`src/dos_pkg.sv`:
```
// Package for the deceleration overvoltage suppressor: modes, ranges, defaults
`default_nettype none
package dos_pkg;

  // ==========================================================================
  // Mode selection codes
  typedef enum logic [1:0] {
    DOS_MODE_OFF   = 2'b00,
    DOS_MODE_CONST = 2'b01,
    DOS_MODE_ACCEL = 2'b10,
    DOS_MODE_RSVD  = 2'b11
  } dos_mode_e;

  // ==========================================================================
  // Voltage level, volts; class 0 is the lower class, class 1 the higher
  localparam logic [9:0] LEVEL_LO_MIN = 10'd330;
  localparam logic [9:0] LEVEL_LO_MAX = 10'd390;
  localparam logic [9:0] LEVEL_LO_DEF = 10'd380;
  localparam logic [9:0] LEVEL_HI_MIN = 10'd660;
  localparam logic [9:0] LEVEL_HI_MAX = 10'd780;
  localparam logic [9:0] LEVEL_HI_DEF = 10'd760;

  // Accel rate in hundredths: 0.10 .. 30.00, default 1.00
  localparam logic [15:0] ACCEL_MIN = 16'd10;
  localparam logic [15:0] ACCEL_MAX = 16'd3000;
  localparam logic [15:0] ACCEL_DEF = 16'd100;

  // Proportional gain in hundredths: 0.00 .. 2.55, default 0.50
  localparam logic [7:0] KP_DEF = 8'd50;

  // Integral time in milliseconds: 0 .. 65530, default 60 (0.060 s)
  localparam logic [15:0] TI_MAX = 16'd65530;
  localparam logic [15:0] TI_DEF = 16'd60;

  // ==========================================================================
  // Time base of the ramp update: 1 ms at 100 MHz
  localparam int CLK_HZ       = 100000000;
  localparam int TICK_US      = 1000;
  localparam int TICK_CYCLES  = CLK_HZ / 1000000 * TICK_US;

  // Configuration carrier
  typedef struct packed {
    logic [1:0]  mode;
    logic        voltClass;
    logic [9:0]  level;
    logic [15:0] accelRate;
    logic [7:0]  propGain;
    logic [15:0] integralTime;
  } dos_cfg_s;

endpackage : dos_pkg
`default_nettype wire

```
`src/dos_suppressor.sv`:
```
// Deceleration ramp shaper that holds down the DC bus during braking
`default_nettype none
// How it works
// - Mode 01 slows deceleration to hold level
// - Mode 01 runs PI loop on bus
// - Mode 02 accelerates above level at rate
// - Mode 02 resumes deceleration below level
// - Level outside class range falls back to class default
// - Accel rate clamped 0.10 to 30.00
// - Proportional gain used in mode 01 only
// - Integral time used in mode 01 only
module dos_suppressor #(
  parameter int FW   = 24,
  parameter int VW   = 10,
  // Ramp update period in clock cycles
  parameter int TICK = dos_pkg::TICK_CYCLES
) (
  // Clock and reset
  input  wire logic          ref_clk,
  input  wire logic          rst,
  input  wire logic          clkEn,
  // Configuration
  input  wire dos_pkg::dos_cfg_s cfg,
  // Ramp interface
  input  wire logic          decelerating,
  input  wire logic [FW-1:0] rampFreq,
  input  wire logic [FW-1:0] decelStep,
  input  wire logic [VW-1:0] busVoltage,
  // Outputs
  output var  logic [FW-1:0] outFreq,
  output var  logic          suppressing,
  output var  logic [VW-1:0] levelInUse
);

  // ==========================================================================
  // Synchronise the sampled bus voltage; it comes from a converter off-clock
  // Only the second stage feeds logic; the first may still be settling
  logic [VW-1:0] busMeta;
  logic [VW-1:0] busSync;
  logic [VW-1:0] busPrev;
  logic [VW-1:0] busStable;
  always_ff @(posedge ref_clk or posedge rst) begin
    if (rst) begin
      busMeta <= '0;
      busSync <= '0;
    end else if (clkEn) begin
      busMeta <= busVoltage;
      busSync <= busMeta;
    end
  end

  // A word caught mid-change can be garbage; take it only when two samples agree
  always_ff @(posedge ref_clk or posedge rst) begin
    if (rst) begin
      busPrev   <= '0;
      busStable <= '0;
    end else if (clkEn) begin
      busPrev <= busSync;
      if (busSync == busPrev)
        busStable <= busSync;
    end
  end

  // ==========================================================================
  // Configuration clamps
  // Bad level falls back to the class default; rate and time saturate
  // Regenerative braking must already be off; nothing here checks it
  logic [9:0]  next_level;
  logic [15:0] accelEff;
  logic [15:0] tiEff;
  always_comb begin
    if (cfg.voltClass) begin
      if (cfg.level < dos_pkg::LEVEL_HI_MIN || cfg.level > dos_pkg::LEVEL_HI_MAX)
        next_level = dos_pkg::LEVEL_HI_DEF;
      else
        next_level = cfg.level;
    end else begin
      if (cfg.level < dos_pkg::LEVEL_LO_MIN || cfg.level > dos_pkg::LEVEL_LO_MAX)
        next_level = dos_pkg::LEVEL_LO_DEF;
      else
        next_level = cfg.level;
    end
    if (cfg.accelRate < dos_pkg::ACCEL_MIN)
      accelEff = dos_pkg::ACCEL_MIN;
    else if (cfg.accelRate > dos_pkg::ACCEL_MAX)
      accelEff = dos_pkg::ACCEL_MAX;
    else
      accelEff = cfg.accelRate;
    tiEff = (cfg.integralTime > dos_pkg::TI_MAX) ? dos_pkg::TI_MAX : cfg.integralTime;
  end

  always_ff @(posedge ref_clk or posedge rst) begin
    if (rst) begin
      levelInUse <= '0;
    end else if (clkEn) begin
      levelInUse <= VW'(next_level);
    end
  end

  // ==========================================================================
  // Update tick
  // Counter holds with the enable, so a frozen block stretches the period
  localparam int TW = $clog2(TICK + 1);
  logic [TW-1:0] tickCnt;
  logic          tick;
  always_ff @(posedge ref_clk or posedge rst) begin
    if (rst) begin
      tickCnt <= '0;
      tick    <= 1'b0;
    end else if (clkEn) begin
      tick <= (tickCnt == TW'(TICK - 1));
      if (tickCnt == TW'(TICK - 1))
        tickCnt <= '0;
      else
        tickCnt <= tickCnt + TW'(1);
    end
  end

  // ==========================================================================
  // PI correction: error in volts, result is a frequency add-back
  logic signed [VW+1:0] err;
  logic signed [31:0]   integ;
  logic signed [31:0]   propTerm;
  logic signed [31:0]   corr;
  logic signed [31:0]   next_integ;
  always_comb begin
    err        = $signed({2'b00, busStable}) - $signed({2'b00, levelInUse});
    propTerm   = 32'(err) * $signed({24'h000000, cfg.propGain});
    // Zero integral time disables the integrator rather than dividing by zero
    if (tiEff == 16'h0000)
      next_integ = '0;
    else
      next_integ = integ + (32'(err) * 32'sd1000) / $signed({16'h0000, tiEff});
    // Clipped at zero: the loop may only hold the ramp back, never push it
    if (next_integ < 0)
      next_integ = '0;
    corr = propTerm + integ;
    if (corr < 0)
      corr = '0;
  end

  always_ff @(posedge ref_clk or posedge rst) begin
    if (rst) begin
      integ <= '0;
    end else if (clkEn) begin
      // Cleared outside mode 01 so a later entry starts clean
      if (cfg.mode != dos_pkg::DOS_MODE_CONST || !decelerating)
        integ <= '0;
      else if (tick)
        integ <= next_integ;
    end
  end

  // ==========================================================================
  // Output frequency shaping
  logic          overLevel;
  logic [FW-1:0] heldFreq;
  logic [FW-1:0] accelStepF;
  logic [FW:0]   sumFreq;
  assign overLevel  = busStable > levelInUse;
  assign accelStepF = FW'(accelEff);
  // Extra bit lets an accelerating ramp saturate instead of wrapping
  assign sumFreq    = {1'b0, heldFreq} + {1'b0, accelStepF};

  always_ff @(posedge ref_clk or posedge rst) begin
    if (rst) begin
      heldFreq    <= '0;
      suppressing <= 1'b0;
    end else if (clkEn) begin
      unique case (dos_pkg::dos_mode_e'(cfg.mode))
        dos_pkg::DOS_MODE_CONST: begin
          // Add back part of the commanded drop while the bus is high
          if (decelerating && corr > 0) begin
            suppressing <= 1'b1;
            if (tick && heldFreq > rampFreq)
              heldFreq <= heldFreq - ((32'(decelStep) > corr) ? FW'(32'(decelStep) - corr) : '0);
            else if (heldFreq < rampFreq)
              heldFreq <= rampFreq;
          end else begin
            suppressing <= 1'b0;
            heldFreq    <= rampFreq;
          end
        end
        dos_pkg::DOS_MODE_ACCEL: begin
          if (decelerating && overLevel) begin
            suppressing <= 1'b1;
            if (tick)
              heldFreq <= sumFreq[FW] ? '1 : sumFreq[FW-1:0];
          end else if (decelerating && heldFreq > rampFreq) begin
            // Fall back toward the ramp at the commanded rate
            suppressing <= 1'b0;
            if (tick)
              heldFreq <= (heldFreq - rampFreq > decelStep) ? heldFreq - decelStep : rampFreq;
          end else begin
            suppressing <= 1'b0;
            heldFreq    <= rampFreq;
          end
        end
        default: begin
          suppressing <= 1'b0;
          heldFreq    <= rampFreq;
        end
      endcase
    end
  end

  // ==========================================================================
  // Output register; mode 11 is reserved and passes the ramp like mode 00
  always_ff @(posedge ref_clk or posedge rst) begin
    if (rst) begin
      outFreq <= '0;
    end else if (clkEn) begin
      if (cfg.mode == dos_pkg::DOS_MODE_OFF || cfg.mode == dos_pkg::DOS_MODE_RSVD)
        outFreq <= rampFreq;
      else
        outFreq <= heldFreq;
    end
  end

endmodule // dos_suppressor
`default_nettype wire
```
`config.mk`:
```
export PLATFORM = sky130hd
export DESIGN_NAME = dos_suppressor
export DESIGN_NICKNAME = d
export VERILOG_FILES = /design/src/dos_pkg.sv /design/src/dos_suppressor.sv
export SDC_FILE = /design/constraint.sdc
export NUM_CORES = 2
export LEC_CHECK = 0
export BUFFER_PORTS_ARGS = -buffer_cell sky130_fd_sc_hd__buf_2
export CELL_PAD_IN_SITES_DETAIL_PLACEMENT = 0
export CELL_PAD_IN_SITES_GLOBAL_PLACEMENT = 1
export CORE_ASPECT_RATIO = 1.2
export CORE_UTILIZATION = 45
export CTS_CLUSTER_SIZE = 8
export DETAILED_ROUTE_END_ITERATION = 10
export GPL_ROUTABILITY_DRIVEN = 0
export PLACE_DENSITY_LB_ADDON = 0.1
export SYNTH_ARGS = -nofsm -noshare
export SYNTH_HDL_FRONTEND = slang
export SYNTH_SLANG_ARGS = --single-unit
```
`constraint.sdc`:
```
create_clock -name ref_clk -period 82.3 [get_ports ref_clk]
set_input_delay 4.115 -clock ref_clk [delete_from_list [all_inputs] [get_ports ref_clk]]
set_output_delay 4.115 -clock ref_clk [all_outputs]
set_load 0.02 [all_outputs]
```
-- Word level (Yosys, flattened, before mapping)
Cells that the tools add are included.
- register bits: 149
- output and inout bits: 35
- input bits: 115
- logic and storage cells: 89
- $mul: 2
- add/subtract/negate cells: 9
- multiplexer cells: 27
- reductions and logical operators: 15
- $lt $le $gt $ge: 15
- div/mod/pow operators: 1
- eq/ne operators: 9
- operator list (cell ; number):
    24-bit two-way mux ; 11
    32-bit two-way mux ; 5
    24-bit subtractor ; 4
    32-bit by 1-bit < comparator with 1-bit output, second input constant ; 2
    24-bit > comparator ; 2
    16-bit two-way mux ; 3
    24-bit case mux with 2 select lines ; 1
    20-bit by 32-bit adder with 32-bit output ; 1
    32-bit adder ; 1
    32-bit by 17-bit divider with 32-bit output ; 1
    24-bit by 32-bit > comparator with 1-bit output ; 1
    32-bit by 1-bit > comparator with 1-bit output, second input constant ; 1
    10-bit two-way mux ; 3
    24-bit by 16-bit adder with 25-bit output ; 1
    24-bit < comparator ; 1
    11-bit by 9-bit multiplier with 20-bit output ; 1
    11-bit by 8-bit multiplier with 19-bit output, second input constant ; 1
    17-bit by 1-bit adder with 17-bit output, second input constant ; 1
    17-bit equality test, second input constant ; 1
    17-bit two-way mux ; 1
    16-bit by 12-bit > comparator with 1-bit output, second input constant ; 1
    16-bit > comparator, second input constant ; 1
    16-bit logical NOT ; 1
    16-bit by 4-bit < comparator with 1-bit output, second input constant ; 1
    other kinds (21) ; 31

-- Longest topological paths before layout
- depth in word-level cells: 11
- depth in mapped cells: 527

-- Worst setup path after synthesis
OpenSTA, ideal clock, no wires.
- path type: input port to flip-flop
- start: input port cfg[15] (netlist name)
- end: register integ[0]
- required time: 82.213 ns
- data arrival time: 101.421 ns
- buffers on the path: 49
- setup slack: -19.208 ns
- library setup time: 0.087 ns
- stages: 503
- path through: buf_2 nand4_1 nor4_1 nand4_1 nor2b_1 ha_1 o21ai_0 nand2b_1 nand3_1 nor2_1 ha_1 nor2_1 a21oi_1 nand4_1 mux2_2 ha_1 or3_1 o22ai_1 (+467 left out) a21oi_1 o21bai_1 a21oi_1 o21bai_1 a21oi_1 o21bai_1 a21o_1 a21o_1 a21o_1 a21o_1 a21o_1 a21o_1 a21o_1 a21o_1 xnor2_1 clkbuf_1 a32oi_1 o211ai_1
- longest elaborated chain between the ends: 9
- elaborated cells on any way between the ends: 10
- those cells by class: 1 x add/sub; 1 x div; 2 x order compare; 5 x mux; 1 x reduce/logical
- RTL lines (what ; line ; RTL):
    start: declaration ; dos_suppressor.sv:23 ; input wire dos_pkg::dos_cfg_s cfg,
    16-bit > comparator ; dos_suppressor.sv:89 ; tiEff = (cfg.integralTime > dos_pkg::TI_MAX) ? dos_pkg::TI_MAX : cfg.integralTime;
    16-bit two-way mux (*) ; dos_suppressor.sv:89 ;
    32-bit by 17-bit divider with 32-bit output ; dos_suppressor.sv:133 ; next_integ = integ + (32'(err) * 32'sd1000) / $signed({16'h0000, tiEff});
    32-bit adder ; dos_suppressor.sv:133 ;
    32-bit two-way mux (*) ; dos_suppressor.sv:130 ; if (tiEff == 16'h0000)
    32-bit by 1-bit < comparator with 1-bit output ; dos_suppressor.sv:135 ; if (next_integ < 0)
    32-bit two-way mux (*) ; dos_suppressor.sv:135 ;
    32-bit two-way mux (*) ; dos_suppressor.sv:149 ; else if (tick)
    32-bit two-way mux (*) ; dos_suppressor.sv:147 ; if (cfg.mode != dos_pkg::DOS_MODE_CONST || !decelerating)
    end signal: assignment ; dos_suppressor.sv:150 ; integ <= next_integ;
    end: declaration ; dos_suppressor.sv:122 ; logic signed [31:0] integ;
Every way passes the cells marked *; elsewhere a longest branch is shown, timed or not. The select of a mux whose other input is x is not followed.
A chain may end at the register's enable or synchronous reset.

-- Worst setup path in the final report
- start: input port cfg[12] (netlist name)
- end: register integ[23]
Same word-level chain as after synthesis.

==> impl_metrics.yaml <==
finish:
  final_common_cell: "buf_4"
  layout-drive-gt1-share: 0.365
  design_area_mm2: 0.0670
  area_growth_pct: 47.5
  fin_util: 0.671
  final_cell_mix: "buf_4 (2072), ha_1 (606), nand2_1 (492)"
  nets: 9045
die:
  coreArea_mm2: 0.0999
  start_util: 0.455
  io_pins: 150
  fp.dieW_um: 292
  die_h_um: 350
  die-area_mm2: 0.102
  rows: 127
routing:
  drc: 0
  postRouteAntennaNets: 0
  avgRoutedWirePerCell_um: 18.8
  vias: 54000
  firstDrtPassIters: 5
  drt_iter0_drc: 2749
  drt_wl_total_um: 177000
  vias_per_cell: 5.73
synthesis:
  synth_top_area_share: 0.186
  ys_types: 127
  synth_edf_count: 0
  yosysSeqAreaShare: 0.0815
  syn_avg_cell_area_um2: 7.58
  ys_ff_latch: 148
  synthTopCellsByArea: "ha_1 (19%), dfrtp_1 (8.2%), fa_1 (6.5%)"
  synth_largest_area_cell: "ha_1"
  ys.flop_type: "dfrtp_1"
  syn-instance-count: 5993
  synthesis.area_mm2: 0.0454
  ys_async_sr_fraction: 1.00
  yosysWarnings: 0
clock_tree:
  htreeDepth: 4
  cts-root-buf: "clkbuf_16"
  numCtsBuffers: 17
  clock-sinks: 148
  cts_tree: "yes"
  clock_latency_ps: 480
  path_clk_slew_ps: 70
  clock_path_buffers: 2
  cts_hold_buf: 0
timing:
  setup-violations-final: 31
  fin_crit_sh: 1.07
  rsz0062_at_grt: "true"
  fmax_ghz: 0.0114
  finClkSkew_ps: 11.1
  fin_crit_ps: 87880
  hold_ws_ps: 499
  setup_tns_ps: -170080
  worst_pin_slew_ps: 1360
  slew_headroom: 0.0949
  fin_ws_ps: -5580
  hold_viol: 0
  slew_viol_final: 0
worst_setup_path:
  worstSetupPathType: "input pin to flop"
  path_common_cell: "buf_4"
  cp.required_ps: 82650
  cp_max_fo: 8
  end_kind: "flop"
  slowest_stage: "or4b_2"
  arrival_ps: 88230
  critPathLaunchType: "input pin"
  cpPeakStageDelay_ps: 660
global_routing:
  grt_start_max_net_pins: 73
  grt_pass1_wl_um: 275000
  antenna_found_initial: 9
  grtUsageTotal: 0.331
  grt_overflow: 0
  grt_pass1_vias: 54100
run_status:
  violations: "negative setup slack"
  status: "finished, violations left"
hold_path:
  hp-class: "flop to flop"
placed_design:
  post-dp-hpwl_um: 130000
  postPlaceCellArea_mm2: 0.0592
  port_buffers: 149
flow_run:
  maxCapViolCount: 0
layer usage:
layer | global-route usage | share of wire | vias up
met2 | 0.605 | 0.49 | 1625
li1 | - | - | 26100
met4 | 0.184 | 0.060 | 2
met5 | 0 | 0.000045 | -
met1 | 0.381 | 0.41 | 25600
met3 | 0.0251 | 0.040 | 621
worst max-delay path, delay by kind of cell:
kind                     cells  cell delay, ps
adder cells (fa/ha/maj)     30            7710
AND/OR/NAND/NOR             90           16060
XOR/XNOR                     5             640
buffers and inverters      183           22110
multiplexers                 6            1950
AO/OA/AOI/OAI              210           35600
through the flow:
stage | std cells | worst slack [ps]
floorplan | 6006 | -8360
detailed placement | 8705 | -6090
finish | 9419 | -5580
global placement | 8705 | -4190
global route | 9419 | -9260
CTS | 9308 | -2930
final cells by class:
class / instances / area, um2
antenna: 7 / 17.5
clock buffer: 17 / 425
clock inverter: 15 / 159
inverter: 455 / 1720
tap: 1290 / 1610
multi-input combinational: 5222 / 42400
sequential: 148 / 3700
fill: 8452 / 32900
timing repair buffer: 2265 / 17000
Yosys cell counts (66+ instances only):
cell type  instances
xor2_1           137
o21ai_0          284
o21bai_1          84
o21a_1           208
xnor2_1          324
a21o_1           141
nand2_1          514
nor2_1           431
nand2b_1          66
o211ai_1          67
o31ai_1          126
inv_1            449
nand4_1          111
nand3_1          118
and2_1           104
mux2_2           129
a21oi_1          511
fa_1             147
mux2i_1           88
dfrtp_1          148
ha_1             674
clkbuf_1         129
nor3_1           229
worst paths after layout:
| path | startpoint | endpoint | slack [ps] | depth (start not counted) |
|---|---|---|---|---|
| max in group asynchronous | rst | outFreq[17]$_DFFE_PP0P_ | 77520 | 3 |
| worst max-delay path | cfg[12] | integ[23]$_DFFE_PP0P_ | -5580 | 524 |
| worst min-delay path | tickCnt[2]$_DFFE_PP0P_ | tickCnt[2]$_DFFE_PP0P_ | 500 | 1 |
| worst max register to register | levelInUse[1]$_DFFE_PP0P_ | integ[23]$_DFFE_PP0P_ | 2570 | 493 |
| worst min register to register | tickCnt[2]$_DFFE_PP0P_ | tickCnt[2]$_DFFE_PP0P_ | 500 | 1 |
| min in group asynchronous | rst | tickCnt[0]$_DFFE_PP0P_ | 3630 | 2 |
logic make-up after synthesis:
| kind of cell | count (synthesis) | share of synthesized area |
|---|---|---|
| fa+ha+maj | 821 | 0.250 |
| simple gates | 1877 | 0.204 |
| mux | 222 | 0.0528 |
| flops | 148 | 0.0815 |
| xor+xnor | 463 | 0.0897 |
| buf+inv | 636 | 0.0537 |
| compound gates | 1825 | 0.268 |
| other cells | 1 | 0.0000825 |
registers in the layout, summed over array words and instances (netlist names):
register	cells
busSync	10
tick	1
heldFreq	24
busPrev	10
outFreq	24
tickCnt	17
levelInUse	10
integ	31
suppressing	1
busMeta	10
busStable	10
repair_timing:
action                     in CTS  in global routing
gates resized for setup       208                176
pin swaps                     200                152
setup buffers                 566                105
setup endpoints to repair      31                 31
gates cloned                    9                  0
Power is left out: the tool's default activity adds up to more than one toggle a clock period on the data nets, which glitch-free logic cannot reach.
